===== src/adc_ctrl_defines.svh =====
`ifndef ADC_CTRL_DEFINES_SVH
`define ADC_CTRL_DEFINES_SVH

// register indices, byte address is 4x
`define IDX_MAIN 3'h0
`define IDX_SETUP 3'h1
`define IDX_REF 3'h2
`define IDX_TRIG 3'h3
`define IDX_STATUS 3'h4
`define IDX_RESULT 3'h5
`define IDX_LAST 3'h5

`define REG_RESET 8'h00
`define RESULT_RESET 16'h0000

// main control fields
`define ENABLE_BIT 0
`define FLUSH_BIT 1
`define GO_BIT 2
// setup fields
`define RES_LSB 1
`define REP_BIT 3
`define SGN_BIT 4
`define CAP_LSB 5
// reference fields
`define THERM_BIT 0
`define BG_BIT 1
`define REF_LSB 4
// trigger routing fields
`define ACT_LSB 0
`define GRP_LSB 3
// status fields
`define BUSY_BIT 0
`define PEND_BIT 1

// writable masks
`define MAIN_MASK 8'h07
`define SETUP_MASK 8'h7E
`define REF_MASK 8'h73
`define TRIG_MASK 8'h1F

// timing
`define CLK_FREQ_KHZ 200000
`define RATE_LOW_KSPS 225
`define RATE_MED_KSPS 150
`define RATE_HIGH_KSPS 75
`define GAP_LOW_CYC ((`CLK_FREQ_KHZ + `RATE_LOW_KSPS - 1) / `RATE_LOW_KSPS)
`define GAP_MED_CYC ((`CLK_FREQ_KHZ + `RATE_MED_KSPS - 1) / `RATE_MED_KSPS)
`define GAP_HIGH_CYC \
    ((`CLK_FREQ_KHZ + `RATE_HIGH_KSPS - 1) / `RATE_HIGH_KSPS)
`define STEPS_8BIT 3'h3
`define STEPS_12BIT 3'h5

`define RESP_OKAY 2'h0
`define RESP_DECERR 2'h3

`endif


===== src/adc_ctrl_pkg.sv =====
package adc_ctrl_pkg;

    typedef enum logic [1:0]
    {
        RES_12_RIGHT = 2'h0,
        RES_RESERVED = 2'h1,
        RES_8_RIGHT = 2'h2,
        RES_12_LEFT = 2'h3
    } resolution_t;

    typedef enum logic [2:0]
    {
        ACT_NONE = 3'h0,
        ACT_CHAN_ZERO = 3'h1,
        ACT_SYNCHRONISED_RESTART = 3'h6
    } trigger_action_t;

    typedef enum logic [1:0]
    {
        CAP_NONE = 2'h0,
        CAP_LOW = 2'h1,
        CAP_MED = 2'h2,
        CAP_HIGH = 2'h3
    } rate_cap_t;

    typedef enum logic
    {
        SEQ_IDLE = 1'b0,
        SEQ_CONVERT = 1'b1
    } seq_state_t;

    typedef struct packed {
        seq_state_t st;
        logic [8:0] div_cnt;
        logic [2:0] step;
        logic [11:0] gap;
        logic rerun;
    } seq_regs_t;

    typedef struct packed {
        logic aw_ok;
        logic [31:0] waddr;
        logic w_ok;
        logic [7:0] wdata;
        logic wstrb0;
        logic bvalid;
        logic [1:0] bresp;
        logic rvalid;
        logic [31:0] rdata;
        logic [1:0] rresp;
    } bus_regs_t;

    typedef struct packed {
        logic enable;
        logic go;
        logic flush;
        logic [1:0] rate_cap;
        logic signedness;
        logic auto_repeat;
        logic [1:0] resolution;
        logic [2:0] reference;
        logic bandgap;
        logic thermal;
        logic [1:0] group;
        logic [2:0] action;
        logic [15:0] result;
    } main_regs_t;

endpackage


===== src/adc_ctrl_ifs.sv =====
`timescale 1ns/1ps
`default_nettype none

interface conv_seq_if;
    logic enable;
    logic pending;
    logic flush;
    logic eight_bit;
    logic auto_repeat;
    logic [1:0] rate_cap;
    logic start_pulse;
    logic step_pulse;
    logic done_pulse;
    logic busy;
    modport ctrl (output enable, pending, flush, eight_bit, auto_repeat,
        rate_cap, input start_pulse, step_pulse, done_pulse, busy);
    modport seq (input enable, pending, flush, eight_bit, auto_repeat,
        rate_cap, output start_pulse, step_pulse, done_pulse, busy);
endinterface

interface reg_access_if;
    logic wr_en;
    logic [2:0] wr_idx;
    logic [7:0] wr_data;
    logic [2:0] rd_idx;
    logic [31:0] rd_data;
    modport bus (output wr_en, wr_idx, wr_data, rd_idx, input rd_data);
    modport regs (input wr_en, wr_idx, wr_data, rd_idx, output rd_data);
endinterface

`default_nettype wire


===== src/axil_reg_port.sv =====
`timescale 1ns/1ps
`default_nettype none
`include "adc_ctrl_defines.svh"

module axil_reg_port
    import adc_ctrl_pkg::*;
(
    input wire logic aclk,
    input wire logic aresetn,
    input wire logic [31:0] s_axi_awaddr,
    input wire logic s_axi_awvalid,
    output logic s_axi_awready,
    input wire logic [31:0] s_axi_wdata,
    input wire logic [3:0] s_axi_wstrb,
    input wire logic s_axi_wvalid,
    output logic s_axi_wready,
    output logic [1:0] s_axi_bresp,
    output logic s_axi_bvalid,
    input wire logic s_axi_bready,
    input wire logic [31:0] s_axi_araddr,
    input wire logic s_axi_arvalid,
    output logic s_axi_arready,
    output logic [31:0] s_axi_rdata,
    output logic [1:0] s_axi_rresp,
    output logic s_axi_rvalid,
    input wire logic s_axi_rready,
    reg_access_if.bus acc
);

    bus_regs_t s_r;
    bus_regs_t s_nxt;
    logic wr_mapped;
    logic rd_mapped;

    assign wr_mapped = (s_r.waddr[31:5] == 27'h0) &&
        (s_r.waddr[4:2] <= `IDX_LAST);
    assign rd_mapped = (s_axi_araddr[31:5] == 27'h0) &&
        (s_axi_araddr[4:2] <= `IDX_LAST);

    assign s_axi_awready = !s_r.aw_ok && !s_r.bvalid;
    assign s_axi_wready = !s_r.w_ok && !s_r.bvalid;
    assign s_axi_arready = !s_r.rvalid;
    assign s_axi_bvalid = s_r.bvalid;
    assign s_axi_bresp = s_r.bresp;
    assign s_axi_rvalid = s_r.rvalid;
    assign s_axi_rdata = s_r.rdata;
    assign s_axi_rresp = s_r.rresp;

    // only byte lane 0 carries writable register bits
    assign acc.wr_en = s_r.aw_ok && s_r.w_ok && wr_mapped && s_r.wstrb0;
    assign acc.wr_idx = s_r.waddr[4:2];
    assign acc.wr_data = s_r.wdata;
    assign acc.rd_idx = s_axi_araddr[4:2];

    always_comb
    begin
        s_nxt = s_r;
        if (s_axi_awvalid && s_axi_awready)
        begin
            s_nxt.aw_ok = 1'b1;
            s_nxt.waddr = s_axi_awaddr;
        end
        if (s_axi_wvalid && s_axi_wready)
        begin
            s_nxt.w_ok = 1'b1;
            s_nxt.wdata = s_axi_wdata[7:0];
            s_nxt.wstrb0 = s_axi_wstrb[0];
        end
        if (s_r.aw_ok && s_r.w_ok)
        begin
            s_nxt.aw_ok = 1'b0;
            s_nxt.w_ok = 1'b0;
            s_nxt.bvalid = 1'b1;
            s_nxt.bresp = wr_mapped ? `RESP_OKAY : `RESP_DECERR;
        end
        if (s_r.bvalid && s_axi_bready)
        begin
            s_nxt.bvalid = 1'b0;
        end
        if (s_axi_arvalid && s_axi_arready)
        begin
            s_nxt.rvalid = 1'b1;
            s_nxt.rdata = rd_mapped ? acc.rd_data : 32'h0000_0000;
            s_nxt.rresp = rd_mapped ? `RESP_OKAY : `RESP_DECERR;
        end
        else if (s_r.rvalid && s_axi_rready)
        begin
            s_nxt.rvalid = 1'b0;
        end
    end

    always_ff @(posedge aclk)
    begin
        if (!aresetn)
        begin
            s_r <= '0;
        end
        else
        begin
            s_r <= s_nxt;
        end
    end

endmodule

`default_nettype wire


===== src/conv_sequencer.sv =====
`timescale 1ns/1ps
`default_nettype none
`include "adc_ctrl_defines.svh"

module conv_sequencer
    import adc_ctrl_pkg::*;
#(
    parameter int unsigned ADC_DIV = 4
)
(
    input wire logic aclk,
    input wire logic aresetn,
    conv_seq_if.seq cs
);

    localparam logic [8:0] DIV_LAST = 9'(ADC_DIV - 1);
    localparam logic [11:0] GAP_LOW = 12'(`GAP_LOW_CYC - 1);
    localparam logic [11:0] GAP_MED = 12'(`GAP_MED_CYC - 1);
    localparam logic [11:0] GAP_HIGH = 12'(`GAP_HIGH_CYC - 1);

    seq_regs_t s_r;
    seq_regs_t s_nxt;
    logic tick;
    logic [11:0] gap_load;

    // converter clock enable
    assign tick = (s_r.div_cnt == 9'h000);
    assign cs.busy = (s_r.st == SEQ_CONVERT);
    assign cs.step_pulse = tick && (s_r.st == SEQ_CONVERT);

    always_comb
    begin
        case (rate_cap_t'(cs.rate_cap))
            CAP_LOW: gap_load = GAP_LOW;
            CAP_MED: gap_load = GAP_MED;
            CAP_HIGH: gap_load = GAP_HIGH;
            default: gap_load = 12'h000;
        endcase
    end

    always_comb
    begin
        s_nxt = s_r;
        cs.start_pulse = 1'b0;
        cs.done_pulse = 1'b0;
        s_nxt.div_cnt = (s_r.div_cnt == DIV_LAST) ? 9'h000 :
            s_r.div_cnt + 9'h001;
        if (s_r.gap != 12'h000)
        begin
            s_nxt.gap = s_r.gap - 12'h001;
        end
        if (!cs.enable || cs.flush)
        begin
            // abort, restart converter clock next cycle; requests survive a flush, disable clears rerun
            s_nxt.st = SEQ_IDLE;
            s_nxt.div_cnt = 9'h000;
            s_nxt.gap = 12'h000;
            if (!cs.enable)
            begin
                s_nxt.rerun = 1'b0;
            end
        end
        else
        begin
            case (s_r.st)
                SEQ_IDLE:
                begin
                    if (tick && (cs.pending || s_r.rerun) &&
                        s_r.gap == 12'h000)
                    begin
                        cs.start_pulse = 1'b1;
                        s_nxt.st = SEQ_CONVERT;
                        s_nxt.step = cs.eight_bit ? `STEPS_8BIT :
                            `STEPS_12BIT;
                        s_nxt.rerun = 1'b0;
                        s_nxt.gap = gap_load;
                    end
                end
                SEQ_CONVERT:
                begin
                    if (tick)
                    begin
                        if (s_r.step == 3'h0)
                        begin
                            cs.done_pulse = 1'b1;
                            s_nxt.st = SEQ_IDLE;
                            s_nxt.rerun = cs.auto_repeat;
                        end
                        else
                        begin
                            s_nxt.step = s_r.step - 3'h1;
                        end
                    end
                end
                default:
                begin
                    s_nxt.st = SEQ_IDLE;
                end
            endcase
        end
    end

    always_ff @(posedge aclk)
    begin
        if (!aresetn)
        begin
            s_r <= '0;
        end
        else
        begin
            s_r <= s_nxt;
        end
    end

endmodule

`default_nettype wire


===== src/adc_control_event_regs.sv =====
// The AXI4-Lite register port was left to the implementer.
`timescale 1ns/1ps
`default_nettype none
`include "adc_ctrl_defines.svh"

// Notes on behaviour
// software writes zero to reserved bits
// bit 0 enables converter
// go bit self-clears on start
// go bit acts as channel start
// flush aborts, restarts converter clock
// pending requests run after flush
// rate cap limits sample rate
// signedness bit selects signed results
// auto repeat restarts after conversion
// resolution field sets result format
// reference field picks source
// bandgap enable bit
// thermal sensor enable bit
// group field picks event channel
// group values pick channels 0 to 3
// action: ignore, start, synchronised restart
// restart flushes, starts next cycle
// msb then three or five steps
// signed twelve right pads sign
// disabled: no starts, no events
// reset zero, reserved read zero
module adc_control_event_regs
    import adc_ctrl_pkg::*;
#(
    parameter int unsigned ADC_DIV = 4,
    parameter int unsigned EVENT_CHANNELS = 4
)
(
    input wire logic aclk,
    input wire logic aresetn,
    input wire logic [31:0] s_axi_awaddr,
    input wire logic s_axi_awvalid,
    output logic s_axi_awready,
    input wire logic [31:0] s_axi_wdata,
    input wire logic [3:0] s_axi_wstrb,
    input wire logic s_axi_wvalid,
    output logic s_axi_wready,
    output logic [1:0] s_axi_bresp,
    output logic s_axi_bvalid,
    input wire logic s_axi_bready,
    input wire logic [31:0] s_axi_araddr,
    input wire logic s_axi_arvalid,
    output logic s_axi_arready,
    output logic [31:0] s_axi_rdata,
    output logic [1:0] s_axi_rresp,
    output logic s_axi_rvalid,
    input wire logic s_axi_rready,
    input wire logic [EVENT_CHANNELS-1:0] event_in,
    input wire logic [11:0] core_code,
    output logic conv_on,
    output logic [2:0] reference_choice,
    output logic bandgap_on,
    output logic thermal_sensor_on,
    output logic signedness_sel,
    output logic sample_strobe,
    output logic bit_step,
    output logic result_ready,
    output logic [15:0] conv_result
);

    main_regs_t s_r;
    main_regs_t s_nxt;
    reg_access_if acc ();
    conv_seq_if cs ();

    logic grp_event;
    logic start_set;
    logic sync_hit;
    logic [15:0] formatted;
    logic [7:0] rd_byte;
    logic [15:0] rd_word;

    axil_reg_port u_bus
    (
        .aclk(aclk),
        .aresetn(aresetn),
        .s_axi_awaddr(s_axi_awaddr),
        .s_axi_awvalid(s_axi_awvalid),
        .s_axi_awready(s_axi_awready),
        .s_axi_wdata(s_axi_wdata),
        .s_axi_wstrb(s_axi_wstrb),
        .s_axi_wvalid(s_axi_wvalid),
        .s_axi_wready(s_axi_wready),
        .s_axi_bresp(s_axi_bresp),
        .s_axi_bvalid(s_axi_bvalid),
        .s_axi_bready(s_axi_bready),
        .s_axi_araddr(s_axi_araddr),
        .s_axi_arvalid(s_axi_arvalid),
        .s_axi_arready(s_axi_arready),
        .s_axi_rdata(s_axi_rdata),
        .s_axi_rresp(s_axi_rresp),
        .s_axi_rvalid(s_axi_rvalid),
        .s_axi_rready(s_axi_rready),
        .acc(acc.bus)
    );

    conv_sequencer #(.ADC_DIV(ADC_DIV)) u_seq
    (
        .aclk(aclk),
        .aresetn(aresetn),
        .cs(cs.seq)
    );

    // event channel selected by group starts channel zero
    assign grp_event = event_in[s_r.group];

    assign sync_hit = s_r.enable && grp_event &&
        (trigger_action_t'(s_r.action) ==
        ACT_SYNCHRONISED_RESTART);

    always_comb
    begin
        start_set = 1'b0;
        if (s_r.enable)
        begin
            if (acc.wr_en && acc.wr_idx == `IDX_MAIN &&
                acc.wr_data[`GO_BIT])
            begin
                start_set = 1'b1;
            end
            if (grp_event && (trigger_action_t'(s_r.action) ==
                ACT_CHAN_ZERO || sync_hit))
            begin
                start_set = 1'b1;
            end
        end
    end

    assign cs.enable = s_r.enable;
    assign cs.pending = s_r.go;
    assign cs.flush = s_r.flush;
    assign cs.eight_bit = (resolution_t'(s_r.resolution) ==
        RES_8_RIGHT);
    assign cs.auto_repeat = s_r.auto_repeat;
    assign cs.rate_cap = s_r.rate_cap;

    always_comb
    begin
        case (resolution_t'(s_r.resolution))
            RES_8_RIGHT:
            begin
                formatted = {{8{s_r.signedness & core_code[11]}},
                    core_code[11:4]};
            end
            RES_12_LEFT:
            begin
                formatted = {core_code, 4'h0};
            end
            default:
            begin
                formatted = {{4{s_r.signedness & core_code[11]}},
                    core_code};
            end
        endcase
    end

    always_comb
    begin
        rd_word = 16'h0000;
        rd_byte = 8'h00;
        case (acc.rd_idx)
            `IDX_MAIN:
            begin
                rd_byte[`ENABLE_BIT] = s_r.enable;
                rd_byte[`FLUSH_BIT] = s_r.flush;
                rd_byte[`GO_BIT] = s_r.go;
            end
            `IDX_SETUP:
            begin
                rd_byte[`CAP_LSB +: 2] = s_r.rate_cap;
                rd_byte[`SGN_BIT] = s_r.signedness;
                rd_byte[`REP_BIT] = s_r.auto_repeat;
                rd_byte[`RES_LSB +: 2] = s_r.resolution;
            end
            `IDX_REF:
            begin
                rd_byte[`REF_LSB +: 3] = s_r.reference;
                rd_byte[`BG_BIT] = s_r.bandgap;
                rd_byte[`THERM_BIT] = s_r.thermal;
            end
            `IDX_TRIG:
            begin
                rd_byte[`GRP_LSB +: 2] = s_r.group;
                rd_byte[`ACT_LSB +: 3] = s_r.action;
            end
            `IDX_STATUS:
            begin
                rd_byte[`BUSY_BIT] = cs.busy;
                rd_byte[`PEND_BIT] = s_r.go;
            end
            `IDX_RESULT:
            begin
                rd_word = s_r.result;
            end
            default:
            begin
                rd_byte = 8'h00;
            end
        endcase
    end

    // reserved bits read zero
    assign acc.rd_data = {16'h0000, rd_word | {8'h00, rd_byte}};

    always_comb
    begin
        s_nxt = s_r;
        s_nxt.flush = 1'b0;
        if (acc.wr_en)
        begin
            case (acc.wr_idx)
                `IDX_MAIN:
                begin
                    s_nxt.enable = acc.wr_data[`ENABLE_BIT];
                    s_nxt.flush = acc.wr_data[`FLUSH_BIT];
                end
                `IDX_SETUP:
                begin
                    s_nxt.rate_cap = acc.wr_data[`CAP_LSB +: 2];
                    s_nxt.signedness = acc.wr_data[`SGN_BIT];
                    s_nxt.auto_repeat = acc.wr_data[`REP_BIT];
                    s_nxt.resolution = acc.wr_data[`RES_LSB +: 2];
                end
                `IDX_REF:
                begin
                    s_nxt.reference = acc.wr_data[`REF_LSB +: 3];
                    s_nxt.bandgap = acc.wr_data[`BG_BIT];
                    s_nxt.thermal = acc.wr_data[`THERM_BIT];
                end
                `IDX_TRIG:
                begin
                    s_nxt.group = acc.wr_data[`GRP_LSB +: 2];
                    s_nxt.action = acc.wr_data[`ACT_LSB +: 3];
                end
                default:
                begin
                    s_nxt.enable = s_r.enable;
                end
            endcase
        end
        if (sync_hit)
        begin
            s_nxt.flush = 1'b1;
        end
        // set beats clear
        s_nxt.go = (s_r.go & ~cs.start_pulse) | start_set;
        if (!s_nxt.enable)
        begin
            s_nxt.go = 1'b0;
            s_nxt.flush = 1'b0;
        end
        if (cs.done_pulse)
        begin
            s_nxt.result = formatted;
        end
    end

    always_ff @(posedge aclk)
    begin
        if (!aresetn)
        begin
            s_r <= '0;
        end
        else
        begin
            s_r <= s_nxt;
        end
    end

    assign conv_on = s_r.enable;
    assign reference_choice = s_r.reference;
    assign bandgap_on = s_r.bandgap;
    assign thermal_sensor_on = s_r.thermal;
    assign signedness_sel = s_r.signedness;
    assign sample_strobe = cs.start_pulse;
    assign bit_step = cs.step_pulse;
    assign result_ready = cs.done_pulse;
    assign conv_result = s_r.result;

endmodule

`default_nettype wire


===== config.mk =====
export PLATFORM = sky130hd
export DESIGN_NAME = adc_control_event_regs
export DESIGN_NICKNAME = d
export VERILOG_FILES = /design/src/adc_ctrl_pkg.sv /design/src/adc_ctrl_ifs.sv /design/src/axil_reg_port.sv /design/src/conv_sequencer.sv /design/src/adc_control_event_regs.sv
export VERILOG_INCLUDE_DIRS = /design/src /design/src/src
export SDC_FILE = /design/constraint.sdc
export NUM_CORES = 1
export LEC_CHECK = 0
export ABC_AREA = 1
export BUFFER_PORTS_ARGS = -buffer_cell sky130_fd_sc_hd__buf_2
export CORE_ASPECT_RATIO = 0.9
export CORE_MARGIN = 10
export CORE_UTILIZATION = 45
export CTS_CLUSTER_DIAMETER = 30
export DETAILED_ROUTE_END_ITERATION = 16
export GPL_ROUTABILITY_DRIVEN = 0
export MAX_ROUTING_LAYER = met4
export PLACE_DENSITY = 0.7
export SLEW_MARGIN = 20
export SYNTH_ARGS = -nofsm -noshare
export SYNTH_HDL_FRONTEND = slang
export SYNTH_HIERARCHICAL = 1
export SYNTH_SLANG_ARGS = --single-unit

===== constraint.sdc =====
create_clock -name aclk -period 3.8 [get_ports aclk]
set_clock_uncertainty 0.15 [all_clocks]
set_input_delay 1.14 -clock aclk [delete_from_list [all_inputs] [get_ports aclk]]
set_output_delay 1.14 -clock aclk [all_outputs]
set_load 0.02 [all_outputs]

==> flow_metrics.tcl, run 1 <==
set metrics [dict create \
    status "complete, no violations" \
    fp.dieW_um 150.6 \
    path_clk_slew_ns 0.06 \
    yosys_warnings 6 \
    met3_usage 0.04362 \
    insertion_delay_ns 0.41 \
    top_usage_layer "met2" \
    setup_viol 0 \
    hold_path_depth 2 \
    cts-resized-gates 0 \
    cp-start-kind "register" \
    vias 5980 \
    leakagePower_nw 3.860 \
    postCtsSetupBuffers 0 \
    fin_setup_tns_ns 0 \
    use_met1 0.2218 \
    place_hpwl_um 12810 \
    cts_hold_buf 0 \
    grt_pass1_wl_um 27050 \
    worstPathArrival_ns 1.89 \
    antenna_left 0 \
    crit_type "register to output pin" \
    first_iter_violations 383 \
    final_nets 1178 \
    fin_crit_ns 3.176 \
    die_h_um 137.6 \
    grt_max_degree 43 \
    dieArea_sq_mm 0.02072 \
    worstHoldEndpoint "u_seq/s_r[0]" \
    crit_fanout 9 \
    r2r_start "u_seq/s_r[16]" \
    mappedNetlistArea_sq_mm 0.006912 \
    first_pass_iters 5 \
    wl_per_cell_um 13.57 \
    r2r_setup_slack_ns 1.37 \
    max_slew_margin 0.3912 \
    overflow 0 \
    syn_avg_cell_area_sq_um 7.353 \
    critPathLaunch "u_seq/s_r[1]" \
    start_util 0.4647 \
    grt_pass1_vias 5523 \
    port_buffers 157 \
    drc 0 \
    r2r_cells 13 \
    hold_viol 0 \
    via_per_inst 4.761 \
    power_mw 3.357 \
    drive_gt1_frac 0.2308 \
    p_per_area_mw_per_mm2 423.2 \
    rows 42 \
    max_freq_mhz 314.9 \
    htreeDepth 4 \
    hp-class "register to register" \
    grtUsageMet2 0.2438 \
    max_cap_violations 0 \
    num-fill-cells 1478 \
    track_usage 0.1664 \
    vdd_drop_max_mv 0.3166 \
    cts-root-buf "clkbuf_16" \
    io_pins 190 \
    wirelength_um 17050 \
    hold_start "u_seq/s_r[0]" \
    antenna_found_initial 1 \
    cts_max_path_buffers 2 \
    finalCritPeriodShare 0.8357 \
    worstPathRequired_ns 2.51 \
    coreArea_sq_mm 0.01487 \
    cts_tree "done" \
    hold-worst-slack_ns 0.3164 \
    slew_violations 0 \
    synthCells 940 \
    timing.rr.end "conv_result[11]" \
    rsz0062_at_grt "no" \
    cts_made_buffers 17 \
    area_growth_pct 14.77 \
    tightest_slew_ns 0.9122 \
    cts_sinks 137 \
    endpoint_kind "output pin" \
]
-- metrics by stage --
stage | utilization | setup slack, ns | area, sq um | std cells
finish | 0.5334 | 0.6245 | 7933 | 1256
global route | 0.5334 | 0.4624 | 7933 | 1256
CTS | 0.5332 | 0.5980 | 7930 | 1255
detailed placement | 0.4964 | 1.050 | 7382 | 1223
global placement | 0.4964 | 1.053 | 7382 | 1223
floorplan | - | 1.222 | 6968 | 955
-- worst max-delay path, cell delays in order (launching register included) --
cell and delay (ns):
dfxtp_1 0.29, inv_1 0.12, ha_1 0.18, nand3_1 0.12, nor2_4 0.14, nand2_4 0.11
nor2_2 0.15, nand3_2 0.10, inv_1 0.08, buf_2 0.18
-- power by group --
| group | internal (mW) | total, mW | switching [mW] |
|---|---|---|---|
| combinational | 0.114 | 0.295 | 0.181 |
| clock | 0.911 | 1.53 | 0.623 |
| sequential | 1.49 | 1.53 | 0.0356 |
-- registers in the layout (all words and copies together), names as in the netlist, 2 cells and up --
| register | flops |
|---|---|
| conv_result | 16 |
| cs.rate_cap | 2 |
| reference_choice | 3 |
| s_r | 7 |
| u_bus/acc.wr_data | 7 |
| u_bus/acc.wr_idx | 3 |
| u_bus/s_axi_rdata | 32 |
| u_bus/s_r | 30 |
| u_seq/s_r | 25 |
-- how the worst max path moves through the flow --
stage | slack, ns | cells after the start | end
3_3_place_gp | 1.05 | 9 | sample_strobe
4_1_cts | 0.60 | 9 | sample_strobe
3_5_place_dp | 1.05 | 9 | sample_strobe
6_report | 0.62 | 9 | sample_strobe
2_1_floorplan | 1.22 | 8 | result_ready
5_1_grt | 0.46 | 9 | sample_strobe
-- cells in the final DEF (no fill, tap or decap), types with 5 or more instances in the layout --
master / instances
nand2_1: 126
inv_2: 11
a21oi_1: 33
nand4_1: 8
nand3_1: 27
a31oi_1: 6
dfxtp_1: 137
nor2_4: 7
mux2i_1: 32
conb_1: 16
nor3_1: 11
buf_4: 5
buf_2: 157
nor2_2: 16
clkbuf_16: 17
ha_1: 11
clkinvlp_4: 5
inv_1: 94
o21ai_0: 83
clkinv_2: 5
nand2_2: 7
nor2_1: 193
-- routing by layer --
layer	routed length [um]	share of wire
met5	0	0
met4	190	0.011
met3	938	0.055
met2	7673	0.45
met1	8244	0.48
-- cell type report --
cell class | count | area (sq um) | area share
Tap cell | 198 | 247.7 | 0.03123
Clock buffer | 20 | 446.7 | 0.05631
Antenna cell | 1 | 2.502 | 0.0003155
Clock inverter | 12 | 101.3 | 0.01278
Multi-Input combinational cell | 618 | 3163 | 0.3987
Sequential cell | 137 | 2743 | 0.3457
Timing Repair Buffer | 162 | 823.3 | 0.1038
Inverter | 108 | 405.4 | 0.05110
(Power assumes the default switching activity.)
==> run 2: changes to the inputs <==
- PLACE_DENSITY: 0.7 -> 0.73
- clock period: 3.8 -> 2.8 ns (I/O delays scaled with it)
==> run 2 against run 1 <==
Net effect: setup slack lost 0.56 ns; sequential cell count unchanged; final area is 1.5% higher; first-iteration DRC count decreased by 15%; wire length is 0.43% higher; critical endpoint is now bit_step; largest cell class unchanged.
==> flow_metrics.tcl, run 2 (synthesis gave the netlist of run 1 again) <==
set metrics [dict create \
    vias 6042 \
    grtUsageMet2 0.2523 \
    cts_sinks 137 \
    first_iter_violations 326 \
    slew_violations 0 \
    grt_pass1_vias 5753 \
    cp-start-kind "register" \
    seq_area_sq_mm 0.002744 \
    path_clk_slew_ns 0.06 \
    insertion_delay_ns 0.42 \
    critical_path.top_delay_family "flip-flops" \
    place_hpwl_um 12890 \
    drive_gt1_frac 0.2476 \
    p_per_area_mw_per_mm2 575.5 \
    fin_setup_tns_ns 0 \
    leakagePower_nw 3.916 \
    wl_per_cell_um 13.59 \
    first_pass_iters 5 \
    dieArea_sq_mm 0.02072 \
    status "complete, no violations" \
    coreArea_sq_mm 0.01487 \
    fp.dieW_um 150.6 \
    die_h_um 137.6 \
    crit_type "register to output pin" \
    final_nets 1183 \
    cts_tree "done" \
    grt_max_degree 63 \
    max_slew_margin 0.6481 \
    met3_usage 0.04296 \
    finalCritPeriodShare 0.9784 \
    layout.cells.most_common "nor2_1" \
    crit_fanout 9 \
    diodes 0 \
    hold_viol 0 \
    top_usage_layer "met2" \
    grt_pass1_wl_um 27320 \
    htreeDepth 4 \
    cts_hold_buf 0 \
    crit_path_cell_trace "clkinvlp_4 -> nor2_1 -> buf_2" \
    io_pins 190 \
    track_usage 0.1668 \
    max_freq_mhz 365.0 \
    hp-class "register to register" \
    cts_made_buffers 17 \
    area_growth_pct 16.51 \
    antenna_left 0 \
    overflow 0 \
    max_cap_violations 0 \
    crit_buf_inv 2 \
    drc 0 \
    start_util 0.4647 \
    tightest_slew_ns 0.5279 \
    port_buffers 157 \
    setup_viol 0 \
    largest_reg_flops 32 \
    vdd_drop_max_mv 0.4302 \
    use_met1 0.2141 \
    via_per_inst 4.795 \
    worstPathArrival_ns 1.75 \
    cp_slowest_stage_delay_ns 0.54 \
    critPathSlowestCell "dfxtp_1" \
    num-fill-cells 1443 \
    cts-root-buf "clkbuf_16" \
    rows 42 \
    hold-worst-slack_ns 0.2990 \
    antenna_found_initial 0 \
    cts_max_path_buffers 2 \
    multiInputGateArea_sq_mm 0.003188 \
    fin_crit_ns 2.739 \
    worstPathRequired_ns 1.81 \
    most-common-layout-cells "nor2_1 (191), buf_2 (155), dfxtp_1 (136)" \
    endpoint_kind "output pin" \
    wirelength_um 17120 \
]
## run 2: cell count changes in the layout (fill, tap and decap cells not counted), moves of 3 or more
cell and change:
clkinv_4 +4, inv_6 +3, inv_2 +5, inv_1 -5, buf_4 +4, clkinv_2 -4
## run 2: worst paths after layout
path                  from  depth (start not counted)         endpoint  slack, ns
min          u_seq/s_r[16]                          1    u_seq/s_r[16]       0.30
max          u_seq/cs.busy                          3         bit_step       0.06
max reg2reg  u_seq/s_r[16]                         13  conv_result[10]       0.46
min reg2reg  u_seq/s_r[16]                          1    u_seq/s_r[16]       0.30
## run 2: repair_timing
action | 4_1_cts | 5_1_grt
resized for setup | 8 | 10
pin swaps | 4 | 4
endpoints found under the setup margin | 2 | 3
setup buffers | 2 | 1
## run 2: area by class of cell
cell class              instances  area share
clock buffers                  18     0.05454
clock inverters                14     0.01725
inverters                     108     0.05081
multi-input cells             618      0.3959
flip-flops and latches        137      0.3407
well taps                     198     0.03076
repair buffers                167      0.1100
## run 2: where the power goes
| group | internal [mW] | switching [mW] |
|---|---|---|
| Combinational | 0.158 | 0.242 |
| Clock | 1.26 | 0.896 |
| Sequential | 2.02 | 0.0500 |
## run 2: through the flow
stage	util	total power, mW	area [sq um]	worst slack, ns	instances
2_1_floorplan	-	2.412	6968	0.5221	955
3_3_place_gp	0.4982	2.508	7410	0.3581	1225
3_5_place_dp	0.4982	2.517	7410	0.3437	1225
4_1_cts	0.5397	4.685	8026	0.02107	1259
5_1_grt	0.5415	4.828	8053	-0.007485	1260
6_report	0.5415	4.634	8053	0.06053	1260
## run 2: metal layers
metal,part of all wire,vias to the layer above
met3,0.065,27
li1,-,3139
met2,0.45,189
met1,0.47,2687
met4,0.018,0
met5,0,-
## run 2: worst reg2reg max path, cell delays in order (launching register included)
cell and delay (ns):
dfxtp_2 0.34, inv_2 0.05, ha_1 0.13, nand2_1 0.06
nor2_2 0.10, nand2_1 0.11, inv_2 0.10, nand2_2 0.09
nor2_4 0.17, buf_4 0.26, clkinv_1 0.31, a21oi_1 0.21
a31o_1 0.15, inv_1 0.04
